File: src/logic/ccfg_map.vh
`ifndef CCFG_MAP_VH
`define CCFG_MAP_VH
// ****************************************
// Register addresses
// ****************************************
`define CCFG_A_NOISE    8'h5d
`define CCFG_A_CLKPOS   8'h62
`define CCFG_A_PFR      8'h63
`define CCFG_A_PAT      8'h65
`define CCFG_A_GAIN     8'h68
`define CCFG_A_CUST_LO  8'h69
`define CCFG_A_CUST_HI  8'h6a
`define CCFG_A_OIF      8'h6c
`define CCFG_A_REF      8'h6d
`define CCFG_A_SRST     8'h6e
// ****************************************
// Field positions
// ****************************************
`define CCFG_B_NOISE    0
`define CCFG_F_CLKPOS   4:0
`define CCFG_B_PD       7
`define CCFG_B_FMT      3
`define CCFG_B_LOWSPD   0
`define CCFG_F_PAT      7:5
`define CCFG_F_GAIN     3:0
`define CCFG_B_GAIN_EN  3
`define CCFG_F_GAIN_DB  2:0
`define CCFG_F_OIF      4:3
`define CCFG_B_REF      4
`define CCFG_B_SRST     0
`define CCFG_B_MSB      15
// ****************************************
// Reset values
// ****************************************
`define CCFG_R_CLKPOS   5'h00
`define CCFG_R_GAIN     4'h9
`define CCFG_R_OIF      2'h0
`define CCFG_R_PAT      3'h0
`define CCFG_R_BYTE     8'h00
// ****************************************
// Codes
// ****************************************
`define CCFG_PAT_NORM   3'h0
`define CCFG_PAT_ZERO   3'h1
`define CCFG_PAT_ONES   3'h2
`define CCFG_PAT_TOG    3'h3
`define CCFG_PAT_RAMP   3'h4
`define CCFG_PAT_CUST   3'h5
`define CCFG_OIF_LVDS   2'h1
`define CCFG_OIF_CMOS   2'h3
`define CCFG_TOG_A      16'haaaa
`define CCFG_TOG_B      16'h5555
`define CCFG_ALL0       16'h0000
`define CCFG_ALL1       16'hffff
`define CCFG_GAIN_1DB   3'h1
// ****************************************
// Clock position shifts, in 36ths of a sample period
// ****************************************
`define CCFG_SH_NONE    5'sd0
`define CCFG_SH_M3      -5'sd3
`define CCFG_SH_P3      5'sd3
`define CCFG_SH_P5      5'sd5
`define CCFG_SH_P6      5'sd6
`define CCFG_SH_P7      5'sd7
`define CCFG_FRAC_DEN   13'sd36
`define CCFG_CNT_MAX    8'hff
`endif

File: src/logic/ccfg_sync.v
`timescale 1ns/1ps
// ****************************************
// Two-stage synchroniser for pins
// ****************************************
module ccfg_sync #(
  parameter W = 1
) (
  input  wire         clk_i,
  input  wire         rst_n_i,
  input  wire [W-1:0] d_i,
  output reg  [W-1:0] q_o
);
  reg [W-1:0] meta;

  // First stage feeds only the second
  always @(posedge clk_i or negedge rst_n_i)
  begin
    if (!rst_n_i)
    begin
      meta <= {W{1'b0}};
      q_o  <= {W{1'b0}};
    end
    else
    begin
      meta <= d_i;
      q_o  <= meta;
    end
  end
endmodule // ccfg_sync

File: src/logic/ccfg_patgen.v
`timescale 1ns/1ps
`include "ccfg_map.vh"
// ****************************************
// Output word source: samples or test pattern
// ****************************************
module ccfg_patgen (
  input  wire        clk_i,
  input  wire        rst_n_i,
  input  wire        step_i,
  input  wire        blank_i,
  input  wire [2:0]  sel_i,
  input  wire        offs_bin_i,
  input  wire [15:0] cust_i,
  input  wire [15:0] sample_i,
  output reg  [15:0] data_o
);
  reg [15:0] ramp;
  reg        tog;
  reg [15:0] next_data;

  // Word chosen for the next sample slot
  always @*
  begin
    next_data = sample_i;
    case (sel_i)
      `CCFG_PAT_NORM: next_data = {sample_i[`CCFG_B_MSB] ^ offs_bin_i,
                                   sample_i[`CCFG_B_MSB-1:0]};
      `CCFG_PAT_ZERO: next_data = `CCFG_ALL0;
      `CCFG_PAT_ONES: next_data = `CCFG_ALL1;
      `CCFG_PAT_TOG:  next_data = tog ? `CCFG_TOG_B : `CCFG_TOG_A;
      `CCFG_PAT_RAMP: next_data = ramp;
      `CCFG_PAT_CUST: next_data = cust_i;
      // Undefined codes fall back to live samples
      default:        next_data = {sample_i[`CCFG_B_MSB] ^ offs_bin_i,
                                   sample_i[`CCFG_B_MSB-1:0]};
    endcase
  end

  // Word register; buffers off in power-down
  always @(posedge clk_i or negedge rst_n_i)
  begin
    if (!rst_n_i)
    begin
      data_o <= `CCFG_ALL0;
      ramp   <= `CCFG_ALL0;
      tog    <= 1'b0;
    end
    else if (blank_i)
    begin
      data_o <= `CCFG_ALL0;
      ramp   <= `CCFG_ALL0;
      tog    <= 1'b0;
    end
    else if (step_i)
    begin
      data_o <= next_data;
      tog    <= ~tog;
      // Ramp wraps from all ones back to zero by plain overflow
      ramp   <= (sel_i == `CCFG_PAT_RAMP) ? ramp + 16'h0001 : `CCFG_ALL0;
    end
  end
endmodule // ccfg_patgen

File: src/logic/ccfg_top.v
// Notes on behaviour
// - Noise cut bit enables suppression when set
// - Clock shift resets 00000; 00000/00001 default
// - CMOS rising edge shift by low code bits
// - LVDS falling edge delay by low bits
// - CMOS falling edge shift by high bits
// - LVDS rising edge delay by high bits
// - Format bit: two's complement or offset binary
// - Reduced rate bit selects low speed mode
// - Power-down stops core, references, output buffers
// - Pattern 000 samples, 001 zeros, 010 ones
// - Pattern 011 toggles per word and bit
// - Pattern 100 ramps one code per word
// - Pattern 101 drives custom sixteen-bit word
// - Low byte bits 7..0, high byte 15..8
// - Gain code 1000..1110 is 0..6 dB
// - Interface select: pin, forced LVDS, forced CMOS
// - Reference bit picks internal or external reference
// - Soft reset bit restores all defaults
`timescale 1ns/1ps
`include "ccfg_map.vh"
module ccfg_top (
  input  wire        sys_clk_i,
  input  wire        arst_n_i,
  input  wire        samp_clk_i,
  input  wire        format_select_pin_i,
  input  wire [15:0] conv_data_i,
  input  wire        reg_wr_i,
  input  wire [7:0]  reg_addr_i,
  input  wire [7:0]  reg_wdata_i,
  output reg  [7:0]  reg_rdata_o,
  output reg  [15:0] data_o,
  output reg         out_clk_o,
  output reg         lvds_mode_o,
  output reg         low_band_noise_cut_o,
  output reg         low_speed_o,
  output reg         power_down_o,
  output reg         ext_ref_o,
  output reg  [2:0]  gain_db_o
);
  // ****************************************
  // Reset release
  // ****************************************
  reg        rst_m;
  reg        rst_n;

  // Async assert, synchronous release
  always @(posedge sys_clk_i or negedge arst_n_i)
  begin
    if (!arst_n_i)
    begin
      rst_m <= 1'b0;
      rst_n <= 1'b0;
    end
    else
    begin
      rst_m <= 1'b1;
      rst_n <= rst_m;
    end
  end
  // ****************************************
  // Configuration registers
  // ****************************************
  reg        r_noise;
  reg [4:0]  r_clkpos;
  reg        r_pd;
  reg        r_fmt;
  reg        r_lowspd;
  reg [2:0]  r_pat;
  reg [3:0]  r_gain;
  reg [7:0]  r_cust_lo;
  reg [7:0]  r_cust_hi;
  reg [1:0]  r_oif;
  reg        r_ref;
  wire       soft_rst;

  assign soft_rst = reg_wr_i && (reg_addr_i == `CCFG_A_SRST)
                    && reg_wdata_i[`CCFG_B_SRST];

  // Only documented fields are stored; unused bits are dropped
  always @(posedge sys_clk_i or negedge rst_n)
  begin
    if (!rst_n)
    begin
      r_noise   <= 1'b0;
      r_clkpos  <= `CCFG_R_CLKPOS;
      r_pd      <= 1'b0;
      r_fmt     <= 1'b0;
      r_lowspd  <= 1'b0;
      r_pat     <= `CCFG_R_PAT;
      r_gain    <= `CCFG_R_GAIN;
      r_cust_lo <= `CCFG_R_BYTE;
      r_cust_hi <= `CCFG_R_BYTE;
      r_oif     <= `CCFG_R_OIF;
      r_ref     <= 1'b0;
    end
    else if (soft_rst)
    begin
      r_noise   <= 1'b0;
      r_clkpos  <= `CCFG_R_CLKPOS;
      r_pd      <= 1'b0;
      r_fmt     <= 1'b0;
      r_lowspd  <= 1'b0;
      r_pat     <= `CCFG_R_PAT;
      r_gain    <= `CCFG_R_GAIN;
      r_cust_lo <= `CCFG_R_BYTE;
      r_cust_hi <= `CCFG_R_BYTE;
      r_oif     <= `CCFG_R_OIF;
      r_ref     <= 1'b0;
    end
    else if (reg_wr_i)
    begin
      case (reg_addr_i)
        `CCFG_A_NOISE:   r_noise  <= reg_wdata_i[`CCFG_B_NOISE];
        `CCFG_A_CLKPOS:  r_clkpos <= reg_wdata_i[`CCFG_F_CLKPOS];
        `CCFG_A_PFR:
        begin
          r_pd     <= reg_wdata_i[`CCFG_B_PD];
          r_fmt    <= reg_wdata_i[`CCFG_B_FMT];
          r_lowspd <= reg_wdata_i[`CCFG_B_LOWSPD];
        end
        `CCFG_A_PAT:     r_pat     <= reg_wdata_i[`CCFG_F_PAT];
        `CCFG_A_GAIN:    r_gain    <= reg_wdata_i[`CCFG_F_GAIN];
        `CCFG_A_CUST_LO: r_cust_lo <= reg_wdata_i;
        `CCFG_A_CUST_HI: r_cust_hi <= reg_wdata_i;
        `CCFG_A_OIF:     r_oif     <= reg_wdata_i[`CCFG_F_OIF];
        `CCFG_A_REF:     r_ref     <= reg_wdata_i[`CCFG_B_REF];
        default:         r_noise   <= r_noise;
      endcase
    end
  end
  // ****************************************
  // Read-back, one cycle after the address
  // ****************************************
  reg [7:0] next_rdata;

  // Unused bits read back as zero
  always @*
  begin
    next_rdata = `CCFG_R_BYTE;
    case (reg_addr_i)
      `CCFG_A_NOISE:   next_rdata[`CCFG_B_NOISE] = r_noise;
      `CCFG_A_CLKPOS:  next_rdata[`CCFG_F_CLKPOS] = r_clkpos;
      `CCFG_A_PFR:
      begin
        next_rdata[`CCFG_B_PD]     = r_pd;
        next_rdata[`CCFG_B_FMT]    = r_fmt;
        next_rdata[`CCFG_B_LOWSPD] = r_lowspd;
      end
      `CCFG_A_PAT:     next_rdata[`CCFG_F_PAT] = r_pat;
      `CCFG_A_GAIN:    next_rdata[`CCFG_F_GAIN] = r_gain;
      `CCFG_A_CUST_LO: next_rdata = r_cust_lo;
      `CCFG_A_CUST_HI: next_rdata = r_cust_hi;
      `CCFG_A_OIF:     next_rdata[`CCFG_F_OIF] = r_oif;
      `CCFG_A_REF:     next_rdata[`CCFG_B_REF] = r_ref;
      default:         next_rdata = `CCFG_R_BYTE;
    endcase
  end

  always @(posedge sys_clk_i or negedge rst_n)
  begin
    if (!rst_n)
      reg_rdata_o <= `CCFG_R_BYTE;
    else
      reg_rdata_o <= next_rdata;
  end
  // ****************************************
  // Sample clock and format pin sampling
  // ****************************************
  wire [1:0] pins_s;
  reg        samp_d;
  wire       samp_rise;

  ccfg_sync #(
    .W (2)
  ) u_sync (
    .clk_i   (sys_clk_i),
    .rst_n_i (rst_n),
    .d_i     ({format_select_pin_i, samp_clk_i}),
    .q_o     (pins_s)
  );

  always @(posedge sys_clk_i or negedge rst_n)
  begin
    if (!rst_n)
      samp_d <= 1'b0;
    else
      samp_d <= pins_s[0];
  end

  // Each sample clock rise opens one output word
  assign samp_rise = pins_s[0] & ~samp_d;
  // ****************************************
  // Word-boundary shadow of settings
  // ****************************************
  reg [4:0]  sh_clkpos;
  reg [2:0]  sh_pat;
  reg        sh_fmt;
  reg        sh_lvds;
  reg        sh_pd;
  reg [15:0] sh_cust;
  reg [7:0]  cnt;
  reg [7:0]  per;
  wire       lvds_now;

  // Pin decides unless software forces a type; code 10 also follows the pin
  assign lvds_now = (r_oif == `CCFG_OIF_LVDS) ? 1'b1 :
                    (r_oif == `CCFG_OIF_CMOS) ? 1'b0 : pins_s[1];

  // Latched only at a word start so the output clock never glitches
  always @(posedge sys_clk_i or negedge rst_n)
  begin
    if (!rst_n)
    begin
      sh_clkpos <= `CCFG_R_CLKPOS;
      sh_pat    <= `CCFG_R_PAT;
      sh_fmt    <= 1'b0;
      sh_lvds   <= 1'b0;
      sh_pd     <= 1'b0;
      sh_cust   <= `CCFG_ALL0;
      cnt       <= `CCFG_R_BYTE;
      per       <= `CCFG_CNT_MAX;
    end
    else if (samp_rise)
    begin
      sh_clkpos <= r_clkpos;
      sh_pat    <= r_pat;
      sh_fmt    <= r_fmt;
      sh_lvds   <= lvds_now;
      sh_pd     <= r_pd;
      sh_cust   <= {r_cust_hi, r_cust_lo};
      cnt       <= `CCFG_R_BYTE;
      per       <= cnt + 8'h01;
    end
    else if (cnt != `CCFG_CNT_MAX)
      cnt <= cnt + 8'h01;
  end
  // ****************************************
  // Output clock edge placement
  // ****************************************
  reg signed [4:0] rise_adj;
  reg signed [4:0] fall_adj;
  wire             pos_dflt;

  assign pos_dflt = ~sh_clkpos[0] | (sh_clkpos[4:1] == 4'h0);

  // Low code bits move one edge, high bits the other
  always @*
  begin
    rise_adj = `CCFG_SH_NONE;
    fall_adj = `CCFG_SH_NONE;
    if (!pos_dflt)
    begin
      if (!sh_lvds)
      begin
        case (sh_clkpos[2:1])
          2'h1:    rise_adj = `CCFG_SH_M3;
          2'h2:    rise_adj = `CCFG_SH_P3;
          2'h3:    rise_adj = `CCFG_SH_P5;
          default: rise_adj = `CCFG_SH_NONE;
        endcase
        case (sh_clkpos[4:3])
          2'h1:    fall_adj = `CCFG_SH_M3;
          2'h2:    fall_adj = `CCFG_SH_P3;
          2'h3:    fall_adj = `CCFG_SH_P5;
          default: fall_adj = `CCFG_SH_NONE;
        endcase
      end
      else
      begin
        case (sh_clkpos[2:1])
          2'h1:    fall_adj = `CCFG_SH_P3;
          2'h2:    fall_adj = `CCFG_SH_P6;
          2'h3:    fall_adj = `CCFG_SH_P6;
          default: fall_adj = `CCFG_SH_NONE;
        endcase
        case (sh_clkpos[4:3])
          2'h1:    rise_adj = `CCFG_SH_P3;
          2'h2:    rise_adj = `CCFG_SH_P7;
          2'h3:    rise_adj = `CCFG_SH_P7;
          default: rise_adj = `CCFG_SH_NONE;
        endcase
      end
    end
  end
  // Base slot plus shift, folded back into one sample period
  function [7:0] ccfg_place;
    input        [7:0] base;
    input signed [4:0] adj;
    input        [7:0] n;
    reg signed [12:0] t;
    begin
      t = $signed({5'h00, base})
          + ($signed(adj) * $signed({5'h00, n})) / `CCFG_FRAC_DEN;
      if (t < 13'sd0)
        t = t + $signed({5'h00, n});
      else if (t >= $signed({5'h00, n}))
        t = t - $signed({5'h00, n});
      ccfg_place = t[7:0];
    end
  endfunction
  wire [7:0] rise_pos;
  wire [7:0] fall_pos;

  // Default: falls with the word change, rises mid-word
  // Resolution is one system clock, so small shifts may round to zero
  assign rise_pos = ccfg_place({1'b0, per[7:1]}, rise_adj, per);
  assign fall_pos = ccfg_place(`CCFG_R_BYTE, fall_adj, per);
  // Output clock, held low while powered down
  always @(posedge sys_clk_i or negedge rst_n)
  begin
    if (!rst_n)
      out_clk_o <= 1'b0;
    else if (sh_pd)
      out_clk_o <= 1'b0;
    else if (cnt == rise_pos)
      out_clk_o <= 1'b1;
    else if (cnt == fall_pos)
      out_clk_o <= 1'b0;
  end
  // ****************************************
  // Data word path
  // ****************************************
  wire [15:0] word;

  ccfg_patgen u_pat (
    .clk_i      (sys_clk_i),
    .rst_n_i    (rst_n),
    .step_i     (cnt == `CCFG_R_BYTE),
    .blank_i    (sh_pd),
    .sel_i      (sh_pat),
    .offs_bin_i (sh_fmt),
    .cust_i     (sh_cust),
    .sample_i   (conv_data_i),
    .data_o     (word)
  );

  always @*
    data_o = word;
  // ****************************************
  // Analog control levels
  // ****************************************
  always @(posedge sys_clk_i or negedge rst_n)
  begin
    if (!rst_n)
    begin
      low_band_noise_cut_o <= 1'b0;
      low_speed_o          <= 1'b0;
      power_down_o         <= 1'b0;
      ext_ref_o            <= 1'b0;
      lvds_mode_o          <= 1'b0;
      gain_db_o            <= `CCFG_GAIN_1DB;
    end
    else
    begin
      low_band_noise_cut_o <= r_noise;
      low_speed_o          <= r_lowspd;
      power_down_o         <= r_pd;
      ext_ref_o            <= r_ref;
      lvds_mode_o          <= sh_lvds;
      // Top bit clear means 1 dB; else low bits give dB directly
      gain_db_o            <= r_gain[`CCFG_B_GAIN_EN] ?
                              r_gain[`CCFG_F_GAIN_DB] : `CCFG_GAIN_1DB;
    end
  end
endmodule // ccfg_top

File: config.mk
export PLATFORM = sky130hd
export DESIGN_NAME = ccfg_top
export DESIGN_NICKNAME = d
export VERILOG_FILES = /design/src/logic/ccfg_sync.v /design/src/logic/ccfg_patgen.v /design/src/logic/ccfg_top.v
export VERILOG_INCLUDE_DIRS = /design/src /design/src/logic
export SDC_FILE = /design/constraint.sdc
export NUM_CORES = 1
export LEC_CHECK = 0
export ABC_AREA = 1
export BUFFER_PORTS_ARGS = -buffer_cell sky130_fd_sc_hd__buf_2
export CAP_MARGIN = 30
export CORE_ASPECT_RATIO = 2
export CORE_MARGIN = 2
export CORE_UTILIZATION = 50
export CTS_CLUSTER_SIZE = 8
export DETAILED_ROUTE_END_ITERATION = 12
export PLACE_DENSITY = 0.7
export SYNTH_ARGS = -nofsm -noshare
export SYNTH_HDL_FRONTEND = slang
export SYNTH_SLANG_ARGS = --single-unit
File: constraint.sdc
create_clock -name sys_clk_i -period 9 [get_ports sys_clk_i]
set_clock_uncertainty 0.2 [all_clocks]
set_input_delay 2.7 -clock sys_clk_i [delete_from_list [all_inputs] [get_ports sys_clk_i]]
set_output_delay 2.7 -clock sys_clk_i [all_outputs]
set_load 0.01 [all_outputs]
==> impl_metrics.toml <==
[final_layout]
syn_to_final_growth_pct = 38.8
drive_above_1_share_pct = 32.5
fillers = 2126
antenna_cells = 0
design_area_um2 = 18200
fin_nets = 2502

[floorplan]
die_x_um = 118
core_area_um2 = 25800
io_pins = 70
dieArea_um2 = 27600
rows = 83
start_util_pct = 50.9
die_h_um = 233

[timing]
hold_viol = 0
rsz0062_at_grt = "true"
drv_slew = 0
whs_ns = 0.164
worst_pin_slew_ns = 0.953
setup_ws_ns = -1.41
fmax_mhz = 96.1
setup_viol = 1
min_period_ns = 10.41
period_share_pct = 116
slew_headroom_pct = 35.8

[synth]
yosys.cell_count.top_type = "nand2_1"
synth_flop_cell = "dfrtp_1"
synthArstFlopShare_pct = 100
synth_top_area_cell = "dfrtp_1"
synth_top_area_share_pct = 23.7
synth_common_cells = "nand2_1 (481), inv_1 (283), nor2_1 (195)"
syn_area_per_cell_um2 = 6.89
syn_inst = 1902
synthTopCellsByArea = "dfrtp_1 (24%), nand2_1 (14%), ha_1 (9.4%), inv_1 (8.1%), fa_1 (6.6%)"
synth_nets = 2080
ys.warnings.count = 0
synth_cell_types = 52
synth-seq-cells = 135
synth_edf_count = 0
syn_area_um2 = 13100
ys_seq_area_share_pct = 25.9

[setup_path]
crit_slowest_cell = "fa_1"
cp_max_fo = 6
critPathKind = "reg -> reg"
cpPeakStageDelay_ns = 0.55
required_ns = 9.18
crit_family = "simple AND/OR/NAND/NOR gates"
cp_data_arrival_time_ns = 10.59
path_common_cell = "nand2_4"
cp-end-kind = "flop"
cp-start-kind = "flop"
critical_path_buf_inv_count = 10

[detailed_routing]
wirelength_um = 44700
drt_pass1_iterations = 5
ant_nets = 0
viasPerCell = 5.43
wl_per_cell_um = 16.7
drcViolationCount = 0
first_iter_violations = 643
num_vias = 14536

[power_and_ir_drop]
ir_drop_uv = 209
p_int_mw = 1.80
p_sw_mw = 1.26
power_density_nw_per_um2 = 168
clockPowerShare_pct = 23.1
swShare_pct = 41.3
p_comb_share_pct = 51.9
seqPwrFrac_pct = 25.0
leakage_nw = 9.79

[clocking]
htree_levels = 4
clk_pin_slew_worst_paths_ns = 0.06
clk_latency_ns = 0.44
clock-sinks = 135
cts-root-buf = "clkbuf_16"
cts_buffers = 17
cts_hold_buf = 0
clockBufferDepth = 2
cts_tree = "built"

[place]
place_congestion = 1.02
dpl_cell_area_um2 = 16100
dpl.hpwl_um = 34200
io_buffers = 69

[grt]
grt_pass1_wl_um = 69600
grt_max_degree = 73
grt_overflow_total = 0
antenna_found_initial = 0
grt_pass1_vias = 14893
grt_use_total_pct = 32.0

[run]
cap_viol_max_count = 0

[run_status]
failed_checks = "negative setup slack"
status = "finished with violations"

[hold_path]
min_path_type = "reg -> reg"
## timing repair
action | CTS | global route
buffers inserted | 24 | 29
pin swaps | 80 | 112
endpoints found under the setup margin | 1 | 1
gates resized for setup | 114 | 143
cloned | 1 | 1
## metal layers
| layer | up-vias | wire length, µm | GRT usage [%] |
|---|---|---|---|
| li1 | 6962 | - | - |
| met1 | 6880 | 13800 | 26.9 |
| met2 | 454 | 24900 | 64.5 |
| met3 | 240 | 1560 | 3.75 |
| met4 | 0 | 4350 | 26.3 |
| met5 | - | 0 | 0 |
## path summary, 6_finish.rpt
path | from | end | slack (ns) | cells past startpoint
max | sh_clkpos[4] | out_clk_o | -1.41 | 68
min | u_sync.meta[0] | u_sync.q_o[0] | 0.16 | 0
max reg2reg | sh_clkpos[4] | out_clk_o | -1.41 | 68
min reg2reg | u_sync.meta[0] | u_sync.q_o[0] | 0.16 | 0
max in group asynchronous | arst_n_i | rst_n | 6.66 | 1
min in group asynchronous | rst_n | sh_pat[1] | 0.25 | 0
## per-stage QoR
step	power [mW]	util [%]	std cells	setup WS (ns)	setup TNS, ns
after floorplan	1.58	-	1902	-0.913	-0.913
after global placement	2.09	62.6	2589	-1.53	-1.53
after detailed placement	2.11	62.6	2589	-1.72	-1.72
after CTS	2.94	67.5	2645	-1.24	-1.24
after global routing	3.24	70.6	2676	-2.08	-2.08
final	3.06	70.6	2676	-1.41	-1.41
## final cells by class
cell class	instances	area (µm²)	area share [%]
multi-input cells	1430	9490	52.2
flip-flops and latches	135	3400	18.7
inverters	311	1180	6.50
repair buffers	429	3090	17.0
clock buffers	19	453	2.49
clock inverters	12	143	0.784
well taps	340	425	2.34
## worst reg2reg max path, delay by kind of cell (launching register included)
family	cells	cell delay, ns
DFF	1	0.42
AOI/OAI and AO/OA	8	1.29
xor gates and xnor gates	2	0.33
buffers and inverters	10	0.97
and+or+nand+nor	41	4.24
adders and majority gates	7	2.91
## power groups by stage
stage                     Combinational [mW]  Sequential, mW  Clock, mW
final                                   1.59           0.764      0.707
after CTS                               1.47           0.762      0.712
after detailed placement                1.34           0.772          0
after global routing                    1.73           0.772      0.736
after floorplan                        0.806           0.775          0
after global placement                  1.32           0.769          0
## registers in the layout, indices dropped and copies added (netlist names), 2 cells and up
name	cells
r_cust_hi	8
u_sync.q_o	2
u_sync.meta	2
u_pat.ramp	16
r_clkpos	5
sh_clkpos	5
per	8
u_pat.data_o	16
r_oif	2
sh_cust	16
r_gain	4
r_cust_lo	8
reg_rdata_o	8
cnt	8
gain_db_o	3
sh_pat	3
r_pat	3
## cells in the final DEF, fill, tap and decap left out, types with 19 or more instances in the layout
master,count
dfrtp_1,119
fa_1,39
buf_4,351
o22ai_1,19
nor2_1,159
inv_2,27
ha_1,80
inv_1,268
buf_2,69
o21ai_0,106
nand2_4,27
nand3_1,117
o31ai_1,20
xor2_1,51
nand3_2,25
nand4_1,37
a21oi_1,41
nand2_2,69
nor2_2,26
nand2_1,424
## cell families (layout without fill, tap and decap cells)
logic type,Yosys count,after routing,synth area share (%)
buffers and inverters,339,771,9.97
AO/OA/AOI/OAI,259,259,11.5
flip-flops,135,135,25.9
AND/OR/NAND/NOR,958,960,32.1
adder cells (fa/ha/maj),141,141,15.9
XOR/XNOR,69,69,4.61
other,1,1,0.0286
No activity file was read; power rests on OpenSTA's default activity.
